## src/pkg/smcg_map.svh

```systemverilog
// What this block does
// Strap sampled low selects flash run mode, running user code from flash.
// Strap sampled high selects serial programming mode for flash control.
// After system or power reset the block is in run mode, core clocked.
// Deep select clear: wait stops core and random generator clocks only; interrupt ends it.
// Deep select set: wait stops core, APB, AHB and memory clocks.
// Wait entered through the event path resumes only on a wakeup event.
// Exactly two low-power states, sleep and deep sleep; no power-off.
// Software-enabled option resets the whole system on core lockup.
// Cause of the most recent reset is held and readable by software.
// Software may gate unused peripheral clocks.
// Random generator clock turns off automatically whenever core sleeps.
// DMA completion raises a wakeup event that ends an event wait.
// Reset cause survives recorded resets; cleared by power-on or software.
// Strap sampled once at reset release; mode fixed until next reset.
`ifndef SMCG_MAP_SVH
`define SMCG_MAP_SVH

// ==========================================================
// Register byte offsets
`define SMCG_ADR_CTRL 8'h00
`define SMCG_ADR_STATUS 8'h04
`define SMCG_ADR_CAUSE 8'h08
`define SMCG_ADR_GATE 8'h0c

// ==========================================================
// Field positions
`define SMCG_CTRL_DEEP 0
`define SMCG_CTRL_LOCKUP_EN 1
`define SMCG_STAT_PWR_LO 0
`define SMCG_STAT_PWR_HI 1
`define SMCG_STAT_BY_EVENT 2
`define SMCG_STAT_SERIAL 3
`define SMCG_CAUSE_POWER 0
`define SMCG_CAUSE_PIN 1
`define SMCG_CAUSE_LOCKUP 2

// ==========================================================
// Widths and reset values
`define SMCG_CAUSE_W 3
`define SMCG_GATE_W 8
`define SMCG_GATE_RST 8'hff
`define SMCG_CAUSE_POR 3'h1

`endif

```

## src/pkg/smcg_pkg.sv

```systemverilog
package smcg_pkg;

  // ==========================================================
  // Power states: run plus exactly two low-power states
  typedef enum logic [1:0] {
    SMCG_RUN,
    SMCG_SLEEP,
    SMCG_DEEP
  } smcg_pwr_type;

  // ==========================================================
  // Wishbone request and response
  typedef struct packed {
    logic cyc;
    logic stb;
    logic we;
    logic [3:0] sel;
    logic [7:0] adr;
    logic [31:0] dat;
  } smcg_wb_req_type;

  typedef struct packed {
    logic ack;
    logic [31:0] dat;
  } smcg_wb_rsp_type;

  // ==========================================================
  // Clock enables toward the clock generator
  typedef struct packed {
    logic core;
    logic apb;
    logic ahb;
    logic mem;
    logic rng;
  } smcg_clk_en_type;

  // ==========================================================
  // Whole state of the top module
  typedef struct packed {
    smcg_pwr_type pwr;
    logic by_event;
    logic deep_sel;
    logic lockup_en;
    logic [7:0] gate;
    logic strap_done;
    logic serial_mode;
    logic reset_req;
    logic ack;
    logic [31:0] rdat;
  } smcg_top_state_type;

  // Whole state of the reset cause recorder
  typedef struct packed {
    logic [2:0] cause;
    logic pending;
    logic in_rst;
  } smcg_cause_state_type;

endpackage : smcg_pkg

```

## src/rtl/smcg_cause.sv

```systemverilog
`timescale 1ns/1ps
`include "smcg_map.svh"

module smcg_cause (
  // Clock and resets
  input wire logic clk_i,
  input wire logic por_i,
  input wire logic rst_i,
  // Events and software clear
  input wire logic lockup_req_i,
  input wire logic [`SMCG_CAUSE_W-1:0] clr_i,
  // Recorded cause
  output logic [`SMCG_CAUSE_W-1:0] cause_o
);

  smcg_pkg::smcg_cause_state_type s;
  smcg_pkg::smcg_cause_state_type next_s;

  // Only power-on resets this record; system reset only adds its pin or lockup cause bit
  always_comb begin
    next_s = s;
    next_s.in_rst = rst_i;
    next_s.cause = s.cause & ~clr_i;
    if (lockup_req_i) begin
      next_s.pending = 1'b1;
    end else if (s.in_rst && !rst_i) begin
      next_s.pending = 1'b0;
    end
    // Set wins over a software clear in the same cycle
    if (rst_i) begin
      if (s.pending) begin
        next_s.cause[`SMCG_CAUSE_LOCKUP] = 1'b1;
      end else begin
        next_s.cause[`SMCG_CAUSE_PIN] = 1'b1;
      end
    end
  end

  // State register, power-on reset only
  always_ff @(posedge clk_i) begin
    if (por_i) begin
      s <= '{cause: `SMCG_CAUSE_POR, pending: 1'b0, in_rst: 1'b0};
    end else begin
      s <= next_s;
    end
  end

  assign cause_o = s.cause;

  property p_por_cause;
    @(posedge clk_i) por_i |=> cause_o == `SMCG_CAUSE_POR;
  endproperty
  a_por_cause: assert property (p_por_cause)
    else $error("power-on reset did not leave only the power cause");

  property p_rst_keeps;
    @(posedge clk_i) disable iff (por_i)
      (rst_i && clr_i == '0) |=> ((cause_o & $past(cause_o)) == $past(cause_o));
  endproperty
  a_rst_keeps: assert property (p_rst_keeps)
    else $error("system reset lost a recorded cause");

  property p_lockup_cause;
    @(posedge clk_i) disable iff (por_i)
      (lockup_req_i && !rst_i) ##1 rst_i[*2] |=> cause_o[`SMCG_CAUSE_LOCKUP];
  endproperty
  a_lockup_cause: assert property (p_lockup_cause)
    else $error("lockup reset not recorded");

endmodule : smcg_cause

```

## src/rtl/smcg_top.sv

```systemverilog
// Decided for this implementation: the Wishbone interface to the registers and the register offsets.
`timescale 1ns/1ps
`include "smcg_map.svh"

module smcg_top (
  // Clock and resets
  input wire logic clk_i,
  input wire logic rst_i,
  input wire logic por_i,
  // Wishbone slave
  input wire smcg_pkg::smcg_wb_req_type wb_req_i,
  output smcg_pkg::smcg_wb_rsp_type wb_rsp_o,
  // Core and event inputs
  input wire logic boot_strap_i,
  input wire logic wait_interrupt_entry_i,
  input wire logic wait_event_entry_i,
  input wire logic irq_i,
  input wire logic wake_event_i,
  input wire logic dma_done_i,
  input wire logic core_lockup_i,
  // Clock gating and mode outputs
  output smcg_pkg::smcg_clk_en_type clk_en_o,
  output logic [`SMCG_GATE_W-1:0] periph_clk_en_o,
  output logic flash_run_mode_o,
  output logic serial_programming_mode_o,
  output logic sys_reset_req_o
);

  smcg_pkg::smcg_top_state_type s;
  smcg_pkg::smcg_top_state_type next_s;
  logic [`SMCG_CAUSE_W-1:0] cause;
  logic [`SMCG_CAUSE_W-1:0] cause_clr;
  logic access;
  logic wr_now;
  logic wake;

  // ==========================================================
  // Clock enable decode, used for output and checking
  function automatic smcg_pkg::smcg_clk_en_type clk_dec(
    input smcg_pkg::smcg_pwr_type p
  );
    smcg_pkg::smcg_clk_en_type c;
    c = '1;
    case (p)
      smcg_pkg::SMCG_SLEEP: begin
        c.core = 1'b0;
        c.rng = 1'b0;
      end
      smcg_pkg::SMCG_DEEP: begin
        c = '0;
      end
      default: begin
        c = '1;
      end
    endcase
    return c;
  endfunction : clk_dec

  // Register read mux
  function automatic logic [31:0] rd_mux(
    input logic [7:0] a,
    input smcg_pkg::smcg_top_state_type st,
    input logic [`SMCG_CAUSE_W-1:0] cs
  );
    logic [31:0] d;
    d = '0;
    case (a)
      `SMCG_ADR_CTRL: begin
        d[`SMCG_CTRL_DEEP] = st.deep_sel;
        d[`SMCG_CTRL_LOCKUP_EN] = st.lockup_en;
      end
      `SMCG_ADR_STATUS: begin
        d[`SMCG_STAT_PWR_HI:`SMCG_STAT_PWR_LO] = st.pwr;
        d[`SMCG_STAT_BY_EVENT] = st.by_event;
        d[`SMCG_STAT_SERIAL] = st.serial_mode;
      end
      `SMCG_ADR_CAUSE: begin
        d[`SMCG_CAUSE_W-1:0] = cs;
      end
      `SMCG_ADR_GATE: begin
        d[`SMCG_GATE_W-1:0] = st.gate;
      end
      default: begin
        d = '0;
      end
    endcase
    return d;
  endfunction : rd_mux

  // ==========================================================
  // Bus decode: ack one cycle after request, write at the acked edge
  assign access = wb_req_i.cyc && wb_req_i.stb;
  assign wr_now = access && wb_req_i.we && s.ack;
  assign cause_clr = (wr_now && wb_req_i.sel[0] &&
                      wb_req_i.adr == `SMCG_ADR_CAUSE) ?
                     wb_req_i.dat[`SMCG_CAUSE_W-1:0] : '0;

  // Wake condition depends on how the wait was entered
  assign wake = s.by_event ? (wake_event_i || dma_done_i) : irq_i;

  // ==========================================================
  // Next state
  always_comb begin
    next_s = s;
    next_s.ack = access && !s.ack;
    if (access && !s.ack) begin
      next_s.rdat = rd_mux(wb_req_i.adr, s, cause);
    end
    // Register writes
    if (wr_now && wb_req_i.sel[0]) begin
      if (wb_req_i.adr == `SMCG_ADR_CTRL) begin
        next_s.deep_sel = wb_req_i.dat[`SMCG_CTRL_DEEP];
        next_s.lockup_en = wb_req_i.dat[`SMCG_CTRL_LOCKUP_EN];
      end
      if (wb_req_i.adr == `SMCG_ADR_GATE) begin
        next_s.gate = wb_req_i.dat[`SMCG_GATE_W-1:0];
      end
    end
    // Strap captured once, the first cycle after reset release
    if (!s.strap_done) begin
      next_s.strap_done = 1'b1;
      next_s.serial_mode = boot_strap_i;
    end
    // Lockup reset request held until the system reset arrives
    if (core_lockup_i && s.lockup_en) begin
      next_s.reset_req = 1'b1;
    end
    // Power state machine
    case (s.pwr)
      smcg_pkg::SMCG_RUN: begin
        if (wait_event_entry_i) begin
          next_s.by_event = 1'b1;
          next_s.pwr = s.deep_sel ? smcg_pkg::SMCG_DEEP
                                  : smcg_pkg::SMCG_SLEEP;
        end else if (wait_interrupt_entry_i && !irq_i) begin
          next_s.by_event = 1'b0;
          next_s.pwr = s.deep_sel ? smcg_pkg::SMCG_DEEP
                                  : smcg_pkg::SMCG_SLEEP;
        end
      end
      smcg_pkg::SMCG_SLEEP, smcg_pkg::SMCG_DEEP: begin
        if (wake) begin
          next_s.pwr = smcg_pkg::SMCG_RUN;
          next_s.by_event = 1'b0;
        end
      end
      default: begin
        next_s.pwr = smcg_pkg::SMCG_RUN;
      end
    endcase
  end

  // ==========================================================
  // State register
  always_ff @(posedge clk_i) begin
    if (rst_i) begin
      s <= '{pwr: smcg_pkg::SMCG_RUN, by_event: 1'b0, deep_sel: 1'b0,
             lockup_en: 1'b0, gate: `SMCG_GATE_RST, strap_done: 1'b0,
             serial_mode: 1'b0, reset_req: 1'b0, ack: 1'b0,
             rdat: '0};
    end else begin
      s <= next_s;
    end
  end

  // Reset cause recorder
  smcg_cause u_cause (
    .clk_i(clk_i),
    .por_i(por_i),
    .rst_i(rst_i),
    .lockup_req_i(s.reset_req),
    .clr_i(cause_clr),
    .cause_o(cause)
  );

  // ==========================================================
  // Outputs
  assign wb_rsp_o.ack = s.ack;
  assign wb_rsp_o.dat = s.rdat;
  assign clk_en_o = clk_dec(s.pwr);
  assign periph_clk_en_o = s.gate & {`SMCG_GATE_W{clk_en_o.apb}};
  assign serial_programming_mode_o = s.serial_mode;
  assign flash_run_mode_o = !s.serial_mode;
  assign sys_reset_req_o = s.reset_req;

  // ==========================================================
  // Checks
  property p_reset_run;
    @(posedge clk_i) $fell(rst_i) |-> clk_en_o == '1;
  endproperty
  a_reset_run: assert property (p_reset_run)
    else $error("not in run mode after reset");

  property p_sleep_clocks;
    @(posedge clk_i) disable iff (rst_i)
      (s.pwr == smcg_pkg::SMCG_RUN && wait_event_entry_i && !s.deep_sel)
      |=> (!clk_en_o.core && clk_en_o.apb && clk_en_o.ahb && clk_en_o.mem);
  endproperty
  a_sleep_clocks: assert property (p_sleep_clocks)
    else $error("sleep gated the wrong clocks");

  property p_deep_clocks;
    @(posedge clk_i) disable iff (rst_i)
      (s.pwr == smcg_pkg::SMCG_RUN && wait_interrupt_entry_i && !irq_i &&
       s.deep_sel) |=> (clk_en_o == '0 && periph_clk_en_o == '0);
  endproperty
  a_deep_clocks: assert property (p_deep_clocks)
    else $error("deep sleep left a clock running");

  property p_irq_wakes;
    @(posedge clk_i) disable iff (rst_i)
      (!clk_en_o.core && !s.by_event && irq_i) |=> clk_en_o.core;
  endproperty
  a_irq_wakes: assert property (p_irq_wakes)
    else $error("interrupt did not end an interrupt wait");

  property p_event_only;
    @(posedge clk_i) disable iff (rst_i)
      (!clk_en_o.core && s.by_event && !wake_event_i && !dma_done_i)
      |=> !clk_en_o.core;
  endproperty
  a_event_only: assert property (p_event_only)
    else $error("event wait ended without a wakeup event");

  property p_dma_wakes;
    @(posedge clk_i) disable iff (rst_i)
      (!clk_en_o.core && s.by_event && dma_done_i) |=> clk_en_o.core;
  endproperty
  a_dma_wakes: assert property (p_dma_wakes)
    else $error("DMA completion did not wake the core");

  property p_rng_off;
    @(posedge clk_i) disable iff (rst_i) !clk_en_o.core |-> !clk_en_o.rng;
  endproperty
  a_rng_off: assert property (p_rng_off)
    else $error("random generator clock running while asleep");

  property p_two_states;
    @(posedge clk_i) disable iff (rst_i)
      !clk_en_o.core |-> (clk_en_o.apb == (s.pwr == smcg_pkg::SMCG_SLEEP));
  endproperty
  a_two_states: assert property (p_two_states)
    else $error("low-power state is neither sleep nor deep sleep");

  property p_lockup_req;
    @(posedge clk_i) disable iff (rst_i)
      (core_lockup_i && s.lockup_en) |=> sys_reset_req_o;
  endproperty
  a_lockup_req: assert property (p_lockup_req)
    else $error("lockup did not request a system reset");

  property p_strap;
    @(posedge clk_i) disable iff (rst_i)
      !s.strap_done |=> serial_programming_mode_o == $past(boot_strap_i);
  endproperty
  a_strap: assert property (p_strap)
    else $error("startup mode does not follow the strap");

  property p_mode_fixed;
    @(posedge clk_i) disable iff (rst_i)
      s.strap_done |=> $stable(serial_programming_mode_o);
  endproperty
  a_mode_fixed: assert property (p_mode_fixed)
    else $error("startup mode changed after capture");

endmodule : smcg_top

```

## config.mk

```make
export PLATFORM = sky130hd
export DESIGN_NAME = smcg_top
export DESIGN_NICKNAME = d
export VERILOG_FILES = /design/src/pkg/smcg_pkg.sv /design/src/rtl/smcg_cause.sv /design/src/rtl/smcg_top.sv
export VERILOG_INCLUDE_DIRS = /design/src /design/src/pkg
export SDC_FILE = /design/constraint.sdc
export NUM_CORES = 1
export LEC_CHECK = 0
export BUFFER_PORTS_ARGS = -buffer_cell sky130_fd_sc_hd__buf_4
export CAP_MARGIN = 25
export CORE_MARGIN = 2
export CORE_UTILIZATION = 42
export DETAILED_ROUTE_END_ITERATION = 7
export PLACE_DENSITY = 0.79
export SETUP_SLACK_MARGIN = 0.5
export SYNTH_ARGS = -nofsm -noshare
export SYNTH_HDL_FRONTEND = slang
export SYNTH_HIERARCHICAL = 1
export SYNTH_SLANG_ARGS = --single-unit
```

## constraint.sdc

```tcl
create_clock -name clk_i -period 2.3 [get_ports clk_i]
set_clock_uncertainty 0.1 [all_clocks]
set_input_delay 0.46 -clock clk_i [delete_from_list [all_inputs] [get_ports clk_i]]
set_output_delay 0.46 -clock clk_i [all_outputs]
set_load 0.02 [all_outputs]
```

; Yosys cells after proc, flatten, opt, wreduce, memory -nomap -nowiden
; Index checks and enable logic that the tools add are counted.
[classes]
n_eq_ne = 7
muxes = 19
bitwise = 3
n_reduce_logical = 23
[ops]
columns = operator, n
row1 = $eq 8x4->1 const B, 2
row2 = $mux 3, 5
row3 = $logic_and 1x1->1, 9
row4 = $and 8x8->8, 1
row5 = $eq 8x3->1 const B, 1
row6 = $logic_not 8->1, 1
row7 = $pmux 2 s4, 1
row8 = $mux 1, 6
row9 = $reduce_and 2->1, 3
row10 = $logic_not 1->1, 4
row11 = $mux 2, 2
row12 = $mux 4, 1
row13 = $pmux 1 s2, 2
row14 = $pmux 2 s2, 1
row15 = $reduce_bool 2->1, 2
row16 = $and 3x3->3, 1
row17 = $ne 3x3->1 const B, 1
row18 = $not 3->3, 1
row19 = $pmux 1 s3, 1
row20 = $reduce_and 3->1, 1
row21 = $eq 2x1->1 const B, 1
row22 = $eq 2x2->1 const B, 1
row23 = $logic_not 2->1, 1
row24 = $ne 2x1->1 const B, 1
row25 = other kinds (2), 2
[totals]
ff_bits = 30
inputBits = 57
output_inout_bits = 49
wordCells = 65

; Longest topological paths before layout
[logic_depth]
ltp_word = 10
ltp_mapped = 6
ltp_nobuf = 6

; Cells and area by module
; The synthesis kept the hierarchy.
[modules_own_cells]
columns = module, n_inst, cells_per_inst, area_per_inst_um2, seq_area_each_um2
row1 = smcg_top, 1, 174, 1482.7, 500.5
row2 = smcg_cause, 1, 20, 195.2, 100.1

; Worst setup path before layout
; No wires, ideal clock.
[synth_path]
kind = input port to flip-flop
start = in wb_req_i[33] (netlist bit)
end = reg s[42] (netlist bit)
setup_time_ns = 0.066
t_arrival_ns = 1.745
required_time_ns = 2.134
slack_ns = 0.389
path_stages = 5
path_buffers = 1
cell_sequence = or4_4 nor4_4 buf_6 nor3_1 a21oi_2
[synth_via]
elab_chain_cells = 2
[synth_rtl]
columns = item, line_no
row1 = "start, declared", smcg_top.sv:11  ; input wire smcg_pkg::smcg_wb_req_type wb_req_i,
row2 = $eq 8x4->1, n/a
row3 = $reduce_and 2->1 (no line), n/a
row4 = "end signal, assigned", smcg_top.sv:157  ; s <= '{pwr: smcg_pkg::SMCG_RUN, by_event: 1'b0, deep_sel: 1'b0,
row5 = "end signal, assigned", smcg_top.sv:162  ; s <= next_s;
row6 = "end, declared", smcg_top.sv:29  ; smcg_pkg::smcg_top_state_type s;
; Every way passes these cells.
; A chain may end at the register's enable or synchronous reset.

; Worst setup path in the final report
[layout_path]
start = reg s[47] (netlist bit)
end = out periph_clk_en_o[0]
[layout_via]
elab_chain_cells = 3
[layout_rtl]
columns = item, line_no
row1 = $eq 2x2->1, smcg_top.sv:44  ; case (p)
row2 = $mux 3, smcg_top.sv:44
row3 = $and 8x8->8, smcg_top.sv:181  ; assign periph_clk_en_o = s.gate & {`SMCG_GATE_W{clk_en_o.apb}};
row4 = "end, declared", smcg_top.sv:23  ; output logic [`SMCG_GATE_W-1:0] periph_clk_en_o,
; Every way passes these cells.

==> results.toml <==
[yosys]
synth_ff_type = "dfxtp_1"
yosys_warnings = 6
synthesis.area_mm2 = 0.00168
synth.area.top_cells = "dfxtp_1, buf_4, nor2_1"
synth_top_area_cell = "dfxtp_1"
async_flop_share = 0
yosys.area.top_type_share = 0.358
synth-seq-area-share = 0.358
synth.distinct_cells = 36
postSynthAreaPerCell_um2 = 8.65
syn_inst = 194
synth_edf_count = 0
synth_seq_cells = 30

[setup_path]
crit_slowest_cell = "dfxtp_2"
reg2reg_slack_ns = 0.60
worst-r2r-cell-count = 6
crit_chain = "inv_2 -> ha_4 -> nor2b_1 -> buf_4"
critPathCaptureType = "primary output"
critPathTopFamily = "flip-flops"
crit_type = "reg -> out"
start_kind = "flop"
path_buf_inv = 2
cp.depth = 4
slowest_delay_ns = 0.34
arrival_ns = 1.20
r2r-end = "s[48]"
worstSetupStartpoint = "s[47]"
r2r_start = "s[48]"
worstPathRequired_ns = 1.74
crit_end = "periph_clk_en_o[0]"
crit_fanout = 9

[floorplan]
row_count = 22
chipHeight_um = 67.2
fp.coreArea_mm2 = 0.00374
io-pin-count = 106
start_util = 0.448
die_area_mm2 = 0.00452
fp.dieW_um = 67.2

[flow_run]
drv_cap = 0

[placement]
dp_hpwl_um = 2640
dp.cells = 275
pre_cts_ws_ns = 0.248
io_buffers = 54
place_congestion = 0.833

[route]
routed_wl_um = 3430
first_pass_iters = 4
viasPerCell = 4.70
routedWlPerCell_um = 12.1
drt_iter0_drc = 66
drc_errors = 0
via_count = 1329
antenna_left = 0

[timing]
setup_violations = 0
fmax_mhz = 569
setup_tns_ns = 0
slew_violations = 0
fin_crit_ns = 1.76
rsz0062_at_grt = "yes"
setup_ws_ns = 0.542
finalHoldViolCount = 0
timing.final.crit_share = 0.764

[finish]
num-nets-final = 293
syn2layout_area_growth_pct = 23.8
antenna-diode-count = 0
final_layout_size_suffix_gt1_frac = 0.353
finalNonFillerCells = 283

[power]
p_leak_nw = 0.910
p_per_area_mw_per_mm2 = 611
power_mw = 1.27
ir_worst_vdd_uv = 400

[clock_network]
root_buffer = "clkbuf_8"
clock_latency_ns = 0.28
cts_tree = "done"
cts_setup_buffers = 0
cts.sinks = 30
cts_made_buffers = 5
clockBufferDepth = 2
path_clk_slew_ns = 0.06
htreeDepth = 2

[global_routing]
grt_max_degree = 32
gr-total-overflow = 0
grt_pass1_wl_um = 5420
grt_pass1_vias = 1254
track_usage = 0.161
antenna_found_initial = 0

[status]
outcome = "completed"

[hold_path]
hp-class = "in -> reg"
area by class of cell:
| class | instances | area (µm²) |
|---|---|---|
| clock buffer | 5 | 68.8 |
| clock inverter | 3 | 40.0 |
| fill | 359 | 1670 |
| inverter | 10 | 37.5 |
| multi-input combinational | 132 | 852 |
| sequential | 30 | 606 |
| tap | 48 | 60.1 |
| timing repair buffer | 55 | 413 |
power breakdown:
group          leakage, nW  internal (mW)  switching [mW]
clock               0.0579          0.318           0.198
combinational        0.607         0.0891           0.122
sequential           0.245          0.531          0.0105
total                0.910          0.938           0.330
metrics by stage:
stage / hold WS (ns) / utilization / instance area, µm²
floorplan: 0.297 / - / 1770
global placement: 0.305 / 0.513 / 1920
detailed placement: 0.312 / 0.513 / 1920
CTS: 0.259 / 0.549 / 2060
global route: 0.264 / 0.555 / 2080
finish: 0.263 / 0.555 / 2080
layout by cell type, fill, tap and decap left out, types with 3 or more instances in the layout:
cell type  synthesis  layout
a31oi_1            3       3
conb_1             1      24
nand2_1            9       9
clkbuf_8           0       5
nor2b_2            0       3
nor3_1             9       9
inv_1             10       8
buf_4             39      55
nor2b_1           10       7
a21oi_1           12      12
dfxtp_1           30      28
nand3_1            6       6
mux2i_1            6       6
nor2_1            21      21
nand2b_1           5       5
a22o_1             4       4
logic make-up after synthesis:
| group | count (synthesis) | synth area share |
|---|---|---|
| AOI/OAI and AO/OA | 27 | 0.107 |
| adders and majority gates | 2 | 0.0149 |
| buffers and inverters | 55 | 0.216 |
| DFF | 30 | 0.358 |
| muxes | 8 | 0.0626 |
| other | 1 | 0.00223 |
| and+or+nand+nor | 71 | 0.240 |
registers in the layout, summed over array words and instances (netlist names):
| name | cells |
|---|---|
| s | 14 |
| serial_programming_mode_o | 1 |
| sys_reset_req_o | 1 |
| u_cause/cause_o | 3 |
| u_cause/s | 2 |
| wb_rsp_o | 9 |
worst min-delay path by stage:
stage	start	endpoint	slack, ns	depth (start not counted)
final	por_i	u_cause/s[1]	0.26	2
after global routing	por_i	u_cause/s[1]	0.26	2
after CTS	por_i	u_cause/s[1]	0.26	2
after detailed placement	u_cause/s[0]	u_cause/s[1]	0.31	1
after global placement	u_cause/s[0]	u_cause/s[1]	0.30	1
after floorplan	u_cause/s[0]	u_cause/s[1]	0.30	1
worst register-to-register path: cells and delay by family (launching register included):
kind                       cells  cell delay [ns]
AOI/OAI and AO/OA              2             0.59
adders and majority gates      1             0.24
buffers and inverters          1             0.05
DFF                            1             0.37
and+or+nand+nor                2             0.28
routing by layer:
metal,track usage,part of all wire
met3,0.0617,0.071
met1,0.190,0.41
met2,0.271,0.50
met4,0.0485,0.014
met5,0,0
cell usage after synthesis, types with 3 or more instances:
cell type	count
clkbuf_1	4
nor2b_1	10
nor2_1	21
inv_1	10
mux2i_1	6
nand2_1	9
nand3_1	6
dfxtp_1	30
a22o_1	4
nor3_1	9
a21oi_1	12
nand2b_1	5
a31oi_1	3
buf_4	39
timing repair:
| item | in CTS | in global routing |
|---|---|---|
| hold buffers | 0 | 0 |
| pin swaps | 0 | 2 |
| setup endpoints to repair | 14 | 16 |
| resized for setup | 5 | 7 |
Power figures use the tool's default switching activity.
